`config.mk`:
```
export PLATFORM = sky130hd
export DESIGN_NAME = ascii_link_station
export DESIGN_NICKNAME = d
export VERILOG_FILES = /design/src/ascii_link_pkg.sv /design/src/ascii_hex_digit.sv /design/src/ascii_link_station.sv
export SDC_FILE = /design/constraint.sdc
export NUM_CORES = 1
export LEC_CHECK = 0
export ABC_AREA = 1
export BUFFER_PORTS_ARGS = -buffer_cell sky130_fd_sc_hd__buf_2
export CAP_MARGIN = 20
export CORE_UTILIZATION = 40
export CTS_BUF_LIST = sky130_fd_sc_hd__clkbuf_2 sky130_fd_sc_hd__clkbuf_4 sky130_fd_sc_hd__clkbuf_8
export CTS_CLUSTER_SIZE = 10
export DETAILED_ROUTE_END_ITERATION = 10
export HOLD_SLACK_MARGIN = 0.05
export SYNTH_ARGS = -nofsm -noshare
export SYNTH_HDL_FRONTEND = slang
export SYNTH_HIERARCHICAL = 1
export SYNTH_SLANG_ARGS = --single-unit
```
`constraint.sdc`:
```
create_clock -name clk_i -period 18.3 [get_ports clk_i]
set_input_delay 0.915 -clock clk_i [delete_from_list [all_inputs] [get_ports clk_i]]
set_output_delay 0.915 -clock clk_i [all_outputs]
set_load 0.005 [all_outputs]
```
`src/ascii_link_pkg.sv`:
```
// Shared constants, states and carriers of the ASCII link station
package ascii_link_pkg;

  // ==========================================================
  // Character codes
  localparam logic [7:0] SOH_C     = 8'h01;
  localparam logic [7:0] ETX_C     = 8'h03;
  localparam logic [7:0] ENQ_C     = 8'h05;
  localparam logic [7:0] ACK_C     = 8'h06;
  localparam logic [7:0] NAK_C     = 8'h15;
  localparam logic [7:0] ZERO_C    = 8'h30;
  localparam logic [7:0] ALPHA_OFS = 8'h37;
  localparam logic [7:0] CMD_R     = 8'h52;
  localparam logic [7:0] CMD_W     = 8'h57;
  localparam logic [7:0] CMD_A     = 8'h41;
  localparam logic [7:0] CMD_E     = 8'h45;
  localparam logic [7:0] CMD_LA    = 8'h61;
  localparam logic [7:0] CMD_LE    = 8'h65;
  localparam logic [7:0] CMD_LF    = 8'h66;
  localparam logic [7:0] CMD_LG    = 8'h67;
  localparam logic [7:0] CMD_LH    = 8'h68;
  localparam logic [7:0] CMD_LJ    = 8'h6A;
  localparam logic [7:0] CMD_LK    = 8'h6B;
  localparam logic [7:0] CMD_LM    = 8'h6D;
  localparam logic [7:0] GRP_S     = 8'h53;
  localparam logic [7:0] GRP_H     = 8'h48;
  localparam logic [15:0] NUM_08   = 16'h3038;
  localparam logic [15:0] NUM_09   = 16'h3039;
  localparam logic [15:0] NUM_03   = 16'h3033;
  localparam logic [6:0] STN_BCAST = 7'h63;
  localparam logic [6:0] TEN       = 7'h0A;

  // ==========================================================
  // Frame layout
  localparam logic [4:0] LEN_STD   = 5'h10;
  localparam logic [4:0] LEN_OPT_L = 5'h0C;
  localparam logic [4:0] LEN_OPT_S = 5'h08;
  localparam logic [4:0] IX_ST_HI  = 5'h01;
  localparam logic [4:0] IX_ST_LO  = 5'h02;
  localparam logic [4:0] IX_CTL    = 5'h03;
  localparam logic [4:0] IX_CMD    = 5'h04;
  localparam logic [4:0] IX_GRP    = 5'h05;
  localparam logic [4:0] IX_NUM    = 5'h06;
  localparam logic [4:0] IX_ODAT   = 5'h05;
  localparam logic [4:0] IX_SDAT   = 5'h09;
  localparam logic [4:0] IX_OETX   = 5'h09;

  // ==========================================================
  // Error codes and selector values
  localparam logic [7:0] ERR_CHECKSUM = 8'h47;
  localparam logic [7:0] ERR_FORMAT   = 8'h4A;
  localparam logic [7:0] ERR_COMMAND  = 8'h4B;
  localparam logic [7:0] ERR_BUSY     = 8'h51;
  localparam logic [15:0] SEL_INIT    = 16'h0001;
  localparam logic [15:0] SEL_MOTOR   = 16'h0002;

  // ==========================================================
  // Timing in ms and clock rate
  localparam int CLK_KHZ     = 40000;
  localparam int T2_FAST_MS  = 10;
  localparam int T2_SLOW_MS  = 100;
  localparam int T2_MOTOR_MS = 500;
  localparam int T2_INIT_MS  = 5000;
  localparam int TMR_W       = 28;
  localparam int IVL_W       = 10;

  typedef enum logic [2:0] {
    S_IDLE, S_CHECK, S_EXEC, S_DELAY, S_CSUM, S_SEND
  } phase_t;

  typedef struct packed {
    logic [7:0]  cmd;
    logic [7:0]  grp;
    logic [15:0] num;
    logic [15:0] data;
    logic        bcast;
  } exec_req_t;

  typedef struct packed {
    logic        done;
    logic [7:0]  err;
    logic [15:0] rdata;
  } exec_rsp_t;

endpackage

```
`src/ascii_hex_digit.sv`:
```
// One nibble to one upper-case hexadecimal ASCII character
`timescale 1ns/1ps
module ascii_hex_digit
  import ascii_link_pkg::*;
(
  input  wire logic [3:0] nib_i,  // Binary nibble
  output logic      [7:0] asc_o   // ASCII digit 0-9, A-F
);
  // Letters stay upper case so the far end can compare bytes
  assign asc_o = (nib_i < 4'hA) ? ZERO_C + {4'h0, nib_i}
                                : ALPHA_OFS + {4'h0, nib_i};
endmodule

```
`src/ascii_link_station.sv`:
```
// Station-side transaction engine of the ASCII framed half-duplex link
// Behaviour
// - Valid standard write is acked, echoing fields, ACK replacing ENQ, new checksum
// - Standard read answers four upper-case hex digits of the value
// - Optional operation write acked by short frame: station, ACK, command, ETX, sum
// - Rejected optional write gets short NAK frame and stores error code
// - Station 99 is broadcast: execute, never reply
// - Frames use 7-bit ASCII controls, digits, upper-case letters and lower-case optional command letters
// - Response time is settable interval delay plus transaction time
// - Reads, fast writes, resets, specific codes, most S writes finish in 10 ms
// - Motor init 500 ms, data init 5 s, other writes 100 ms
// - Checksum is low byte of sum of all bytes but header and checksum
// - Device is ready to receive within 5 ms after responding
`timescale 1ns/1ps
module ascii_link_station
  import ascii_link_pkg::*;
#(
  parameter logic [TMR_W-1:0] FAST_CYC  = TMR_W'(T2_FAST_MS * CLK_KHZ),
  parameter logic [TMR_W-1:0] SLOW_CYC  = TMR_W'(T2_SLOW_MS * CLK_KHZ),
  parameter logic [TMR_W-1:0] MOTOR_CYC = TMR_W'(T2_MOTOR_MS * CLK_KHZ),
  parameter logic [TMR_W-1:0] INIT_CYC  = TMR_W'(T2_INIT_MS * CLK_KHZ),
  parameter logic [15:0]      MS_CYC    = 16'(CLK_KHZ)
)(
  input  wire logic             clk_i,          // System clock
  input  wire logic             rstn_i,         // Async reset, low
  input  wire logic [6:0]       station_i,      // Own station number
  input  wire logic [IVL_W-1:0] response_interval_setting_i, // Delay in ms
  input  wire logic             rx_valid_i,     // Received byte strobe
  input  wire logic [7:0]       rx_data_i,      // Received byte
  input  wire logic             tx_ready_i,     // Transmitter takes byte
  output logic                  tx_valid_o,     // Byte to send
  output logic      [7:0]       tx_data_o,      // Byte value
  output logic                  exec_req_o,     // Execute pulse
  output exec_req_t             exec_o,         // Decoded request
  input  wire exec_rsp_t        exec_rsp_i,     // Execution result
  output logic      [7:0]       last_comm_error_code_o, // Latest error
  output logic                  busy_o          // Not receiving
);

  typedef struct packed {
    phase_t             ph;
    logic [4:0]         idx;
    logic [4:0]         len;
    logic [15:0][7:0]   fr;
    logic [TMR_W-1:0]   tmr;
    logic [TMR_W-1:0]   lim;
    logic [15:0]        pre;
    logic [IVL_W-1:0]   ms;
    logic               nak;
    logic               req;
    exec_req_t          ex;
    logic [7:0]         err;
    logic               txv;
    logic [7:0]         txd;
    logic               busy;
  } core_t;

  core_t q, n;
  logic [7:0]      sum;
  logic [5:0][7:0] asc;
  logic [6:0]      stn;
  logic [7:0]      cmd;
  logic [7:0]      ecode;

  // ==========================================================
  // Helpers
  function automatic logic [3:0] dec(input logic [7:0] c);
    return (c >= 8'h41) ? 4'(c - ALPHA_OFS) : 4'(c - ZERO_C);
  endfunction

  function automatic logic is_sel(input logic [7:0] c);
    return c == CMD_LA || c == CMD_LE || c == CMD_LF || c == CMD_LM;
  endfunction

  function automatic logic is_poll(input logic [7:0] c);
    return c == CMD_LG || c == CMD_LH || c == CMD_LJ || c == CMD_LK;
  endfunction

  function automatic logic known(input logic [7:0] c);
    return is_sel(c) || is_poll(c) || c == CMD_R || c == CMD_W
        || c == CMD_A || c == CMD_E;
  endfunction

  // Unknown commands are framed as standard so the NAK has a shape
  function automatic logic [4:0] req_len(input logic [7:0] c);
    return is_sel(c) ? LEN_OPT_L : (is_poll(c) ? LEN_OPT_S : LEN_STD);
  endfunction

  function automatic logic [4:0] rsp_len(input logic [7:0] c);
    return is_sel(c) ? LEN_OPT_S : (is_poll(c) ? LEN_OPT_L : LEN_STD);
  endfunction

  // Rewrites the received frame in place into the answer
  function automatic logic [15:0][7:0] shape(input logic [15:0][7:0] f,
      input logic nk, input logic [31:0] d);
    logic [7:0] c;
    c = f[IX_CMD];
    f[IX_CTL] = nk ? NAK_C : ACK_C;
    if (is_sel(c)) begin
      f[IX_ODAT] = ETX_C;
    end else if (is_poll(c)) begin
      for (int k = 0; k < 4; k++) f[IX_ODAT + 5'(k)] = d[31 - 8*k -: 8];
      f[IX_OETX] = ETX_C;
    end else if (c == CMD_R && !nk) begin
      for (int k = 0; k < 4; k++) f[IX_SDAT + 5'(k)] = d[31 - 8*k -: 8];
    end
    return f;
  endfunction

  // ==========================================================
  // Checksum over bytes 1..len-3 and hex digits of sum and read data
  always_comb begin
    sum = 8'h00;
    for (int i = 1; i < 16; i++) begin
      if (5'(i) <= q.len - 5'h03) sum = sum + q.fr[i];
    end
  end

  for (genvar g = 0; g < 6; g++) begin : g_hex
    logic [23:0] nibs;
    assign nibs = {sum, exec_rsp_i.rdata};
    ascii_hex_digit u_dig (
      .nib_i (nibs[4*g +: 4]),
      .asc_o (asc[g])
    );
  end

  assign cmd   = q.fr[IX_CMD];
  assign stn   = {3'h0, dec(q.fr[IX_ST_HI])} * TEN + {3'h0, dec(q.fr[IX_ST_LO])};
  assign ecode = exec_rsp_i.done ? exec_rsp_i.err : ERR_BUSY;

  // ==========================================================
  // Next state
  always_comb begin
    logic [4:0]  db;
    logic [15:0] dv;
    logic [7:0]  fe;
    n     = q;
    n.req = 1'b0;
    db    = is_sel(cmd) ? IX_ODAT : IX_SDAT;
    dv    = {dec(q.fr[db]), dec(q.fr[db + 5'h01]),
             dec(q.fr[db + 5'h02]), dec(q.fr[db + 5'h03])};
    fe    = 8'h00;
    case (q.ph)
      // Collect bytes; a header always restarts the frame
      S_IDLE: begin
        if (rx_valid_i) begin
          if (rx_data_i == SOH_C) begin
            n.fr[0] = rx_data_i;
            n.idx   = IX_ST_HI;
            n.len   = LEN_STD;
          end else if (q.idx != 5'h00) begin
            n.fr[q.idx] = rx_data_i;
            n.idx       = q.idx + 5'h01;
            if (q.idx == IX_CMD) n.len = req_len(rx_data_i);
            if (q.idx + 5'h01 == q.len) begin
              n.ph  = S_CHECK;
              n.idx = 5'h00;
            end
          end
        end
      end
      S_CHECK: begin
        n.ex = '{cmd: cmd, grp: q.fr[IX_GRP],
                 num: {q.fr[IX_NUM], q.fr[IX_NUM + 5'h01]},
                 data: dv, bcast: stn == STN_BCAST};
        if (stn != station_i && stn != STN_BCAST) begin
          n.ph = S_IDLE;
        end else if ({asc[5], asc[4]} !=
                     {q.fr[q.len - 5'h02], q.fr[q.len - 5'h01]}) begin
          n.err = ERR_CHECKSUM;
          n.ph  = S_IDLE;
        end else begin
          if (q.fr[IX_CTL] != ENQ_C || q.fr[q.len - 5'h03] != ETX_C) begin
            fe = ERR_FORMAT;
          end else if (!known(cmd)) begin
            fe = ERR_COMMAND;
          end
          if (fe != 8'h00) begin
            n.err = fe;
            n.nak = 1'b1;
            n.fr  = shape(q.fr, 1'b1, {4{ZERO_C}});
            n.len = rsp_len(cmd);
            n.ph  = n.ex.bcast ? S_IDLE : S_DELAY;
          end else begin
            n.req = 1'b1;
            n.nak = 1'b0;
            n.ph  = S_EXEC;
            n.tmr = '0;
            n.lim = FAST_CYC;
            if (cmd == CMD_W) begin
              if (n.ex.grp == GRP_S && n.ex.num != NUM_08 && n.ex.num != NUM_09) begin
                n.lim = FAST_CYC;
              end else if (n.ex.grp == GRP_H && n.ex.num == NUM_03 && dv == SEL_INIT) begin
                n.lim = INIT_CYC;
              end else if (n.ex.grp == GRP_H && n.ex.num == NUM_03 && dv == SEL_MOTOR) begin
                n.lim = MOTOR_CYC;
              end else begin
                n.lim = SLOW_CYC;
              end
            end
          end
        end
        n.pre = 16'h0000;
        n.ms  = '0;
      end
      // Execution is cut off at the bound so the host timeout holds
      S_EXEC: begin
        n.tmr = q.tmr + 1'b1;
        if (exec_rsp_i.done || q.tmr >= q.lim) begin
          n.nak = ecode != 8'h00;
          if (n.nak) n.err = ecode;
          n.fr  = shape(q.fr, n.nak, {asc[3], asc[2], asc[1], asc[0]});
          n.len = rsp_len(cmd);
          n.ph  = q.ex.bcast ? S_IDLE : S_DELAY;
        end
      end
      S_DELAY: begin
        if (q.ms >= response_interval_setting_i) begin
          n.ph = S_CSUM;
        end else if (q.pre == MS_CYC - 16'h0001) begin
          n.pre = 16'h0000;
          n.ms  = q.ms + 1'b1;
        end else begin
          n.pre = q.pre + 16'h0001;
        end
      end
      S_CSUM: begin
        n.fr[q.len - 5'h02] = asc[5];
        n.fr[q.len - 5'h01] = asc[4];
        n.idx = 5'h00;
        n.ph  = S_SEND;
      end
      // Back to receive right after the last byte
      S_SEND: begin
        if (!q.txv || tx_ready_i) begin
          if (q.idx < q.len) begin
            n.txv = 1'b1;
            n.txd = q.fr[q.idx];
            n.idx = q.idx + 5'h01;
          end else begin
            n.txv = 1'b0;
            n.idx = 5'h00;
            n.ph  = S_IDLE;
          end
        end
      end
      default: n.ph = S_IDLE;
    endcase
    n.busy = n.ph != S_IDLE;
  end

  // ==========================================================
  // State register
  always_ff @(posedge clk_i or negedge rstn_i) begin
    if (!rstn_i) begin
      q <= '0;
    end else begin
      q <= n;
    end
  end

  assign tx_valid_o             = q.txv;
  assign tx_data_o              = q.txd;
  assign exec_req_o             = q.req;
  assign exec_o                 = q.ex;
  assign last_comm_error_code_o = q.err;
  assign busy_o                 = q.busy;
endmodule

```
==> impl_metrics.py <==
metrics = {
    "floorplanning": {
        "core_um2": 64460,
        "io_pins": 122,
        "start_util_pct": 40.52,
        "die_w_um": 257.6,
        "die_area_um2": 66330,
        "num_rows": 93,
        "die_h_um": 257.6,
    },
    "place": {
        "post-dp-hpwl_um": 81660,
        "globalplace.congestion": 1.051,
        "placed_cell_area_um2": 26840,
        "place_ws_ns": 0.8149,
        "port_buffers": 121,
    },
    "critical_path": {
        "cp_max_fo": 30,
        "cp-start-kind": "flop",
        "criticalPathCategory": "reg2reg",
        "r2r_slack_ns": 1.34,
        "max_stage_delay_ns": 0.54,
        "arrival_ns": 17.50,
        "crit_path_frequent_cell": "nand2_1",
        "worst_r2r_endpoint": "q[198]",
        "cp-startpoint": "q[281]",
        "reg2regPathDepth": 89,
        "crit_required_ns": 18.84,
        "r2r_start": "q[281]",
        "cp-end-kind": "flop",
        "cpMaxStageDelayCell": "fa_1",
    },
    "clock_tree": {
        "htree_levels": 2,
        "cts_root_buf": "clkbuf_8",
        "cts-buffers-inserted": 52,
        "clk_path_buf_depth": 3,
        "cts.sinks": 271,
        "cts_tree": "built",
        "hold_buffers": 0,
        "worstSkewPairLatency_ns": 0.71,
        "clk_pin_slew_ns": 0.07,
    },
    "global_route": {
        "grt_usage_pct": 32.20,
        "grt_pass1_vias": 25590,
        "grt_max_degree": 84,
        "gr-total-overflow": 0,
        "grt_pass1_wl_um": 162700,
        "antenna_found_initial": 2,
    },
    "synth": {
        "seq_area_frac_synth_pct": 25.96,
        "syn_inst": 3991,
        "synth-main-ff-cell": "dfrtp_1",
        "yosysWarnings": 6,
        "synth_area_per_cell_um2": 6.545,
        "synth_commonest_cells": "nand2_1, inv_1, o21ai_0",
        "synth-async-reset-ratio_pct": 100.0,
        "yosysMostFrequentCell": "nand2_1",
        "synth_edf_count": 0,
        "synth-seq-cells": 271,
        "synth_area_um2": 26120,
        "yosys.area.top_type_share_pct": 25.96,
        "syn-num-nets": 4237,
        "yosysTopAreaCell": "dfrtp_1",
        "synth.top_cells.by_area": "dfrtp_1, nand2_1, ha_1",
        "synthDistinctLibCells": 58,
    },
    "sta": {
        "finalSetupViolCount": 0,
        "fin_crit_ns": 16.96,
        "setup_slack_ns": 1.340,
        "setup_tns_ns": 0,
        "rsz0062_at_grt": "false",
        "fmax_ghz": 0.05896,
        "tightest_slew_ns": 1.151,
        "hold_viol": 0,
        "max-slew-margin-rel_pct": 23.09,
        "clock_skew_ns": 0.07611,
        "min_period_over_period_pct": 92.68,
        "slew_violations": 0,
    },
    "drt": {
        "m1WireLength_um": 45160,
        "via_per_inst": 5.719,
        "dr_wl_met3_um": 11290,
        "dr.pass1.iters": 7,
        "dr_wl_met2_um": 46020,
        "num_vias": 27860,
        "finalWirelength_um": 108800,
        "drt_first_iter_violations": 3288,
        "detail_route.wl_per_cell_um": 22.34,
        "drc_errors": 0,
        "maxUsedRoutingLayer": "met5",
        "ant_nets": 0,
    },
    "cells_and_area": {
        "area_growth_pct": 7.578,
        "final_net_count": 4221,
        "final_util_pct": 43.59,
        "fill_cells": 6923,
        "drive_gt1_share_pct": 8.396,
        "finalInstanceArea_um2": 28100,
    },
    "min_path": {
        "min_path_type": "in2async",
    },
    "status": {
        "status": "finished clean",
    },
    "flow_run": {
        "max-cap-violations": 0,
    },
}
==> layout make-up <==
class	instances	area [um^2]	share of cell area (%)
Inverter	531	1997	7.106
Clock buffer	78	1005	3.575
Tap cell	855	1070	3.807
Timing Repair Buffer	157	915.9	3.259
Clock inverter	15	142.6	0.5076
Antenna cell	2	5.005	0.01781
Sequential cell	271	6784	24.14
Multi-Input combinational cell	2962	16180	57.59
==> timing repair <==
| action | in CTS | in global routing |
|---|---|---|
| setup buffers | 0 | 4 |
| resized for setup | 0 | 9 |
| endpoints found under the setup margin | 0 | 101 |
==> cell families (layout without fill, tap and decap cells) <==
group | count (synthesis) | in the layout | share of synthesized area [%]
AOI/OAI and AO/OA | 952 | 952 | 20.63
xor gates and xnor gates | 119 | 119 | 3.990
adders and majority gates | 192 | 192 | 9.656
buffers and inverters | 759 | 781 | 12.32
DFF | 271 | 271 | 25.96
other | 6 | 8 | 0.08621
and+or+nand+nor | 1692 | 1693 | 27.36
==> stage by stage <==
step                cells  hold WS [ns]
detailed placement   4769        0.4542
global placement     4769        0.4543
floorplan            3991        0.4431
finish               4871        0.2085
global route         4870        0.2464
CTS                  4862        0.2142
==> flip-flops by register name (all words and copies together) (netlist names) <==
| register | cells |
|---|---|
| last_comm_error_code_o | 8 |
| tx_valid_o | 1 |
| tx_data_o | 8 |
| exec_req_o | 1 |
| busy_o | 1 |
| exec_o | 49 |
| cmd | 8 |
| q | 195 |
==> routing by layer <==
metal	track usage, %	up-vias
li1	-	13170
met4	16.37	4
met3	7.509	319
met2	48.08	1484
met1	43.24	12880
met5	0.7123	-
==> cell usage in the layout, fill, tap and decap left out, drive strengths merged, types with 2 or more instances in the layout <==
cell / synthesis / layout
o21ai: 451 / 451
nor4: 30 / 30
diode: 0 / 2
ha: 176 / 176
fa: 16 / 16
o221ai: 43 / 43
nand2: 1031 / 1031
buf: 111 / 156
nand3: 214 / 214
a31oi: 13 / 13
conb: 6 / 6
o21a: 10 / 10
xnor2: 32 / 32
a21oi: 283 / 283
nor3b: 2 / 2
xor2: 87 / 87
nand3b: 12 / 12
clkbuf: 117 / 79
or2: 12 / 12
nor2: 270 / 271
o22ai: 22 / 22
clkinvlp: 0 / 4
clkinv: 14 / 20
o21bai: 5 / 5
nand4: 62 / 62
dfrtp: 271 / 271
o211ai: 98 / 98
nor3: 54 / 54
a41oi: 2 / 2
a32oi: 3 / 3
bufinv: 0 / 2
inv: 517 / 520
o32ai: 2 / 2
o31ai: 9 / 9
and2: 4 / 4
a211oi: 3 / 3
o41ai: 2 / 2
==> how the worst max path moves through the flow <==
| stage | endpoint |
|---|---|
| after detailed placement | q[126] |
| after global placement | q[128] |
| after CTS | q[131] |
| final | q[198] |
| after floorplan | q[207] |
| after global routing | q[210] |
==> worst max-delay path, delay by kind of cell, from the launching register on <==
family	cells	cell delay (ns)
adders and majority gates	14	5.67
and+or+nand+nor	37	5.04
AOI/OAI and AO/OA	18	3.45
buffers and inverters	16	1.56
xor gates and xnor gates	4	0.65
DFF	1	0.36
Power is left out: the tool's default activity adds up to more than one toggle a clock period on the data nets, which glitch-free logic cannot reach.
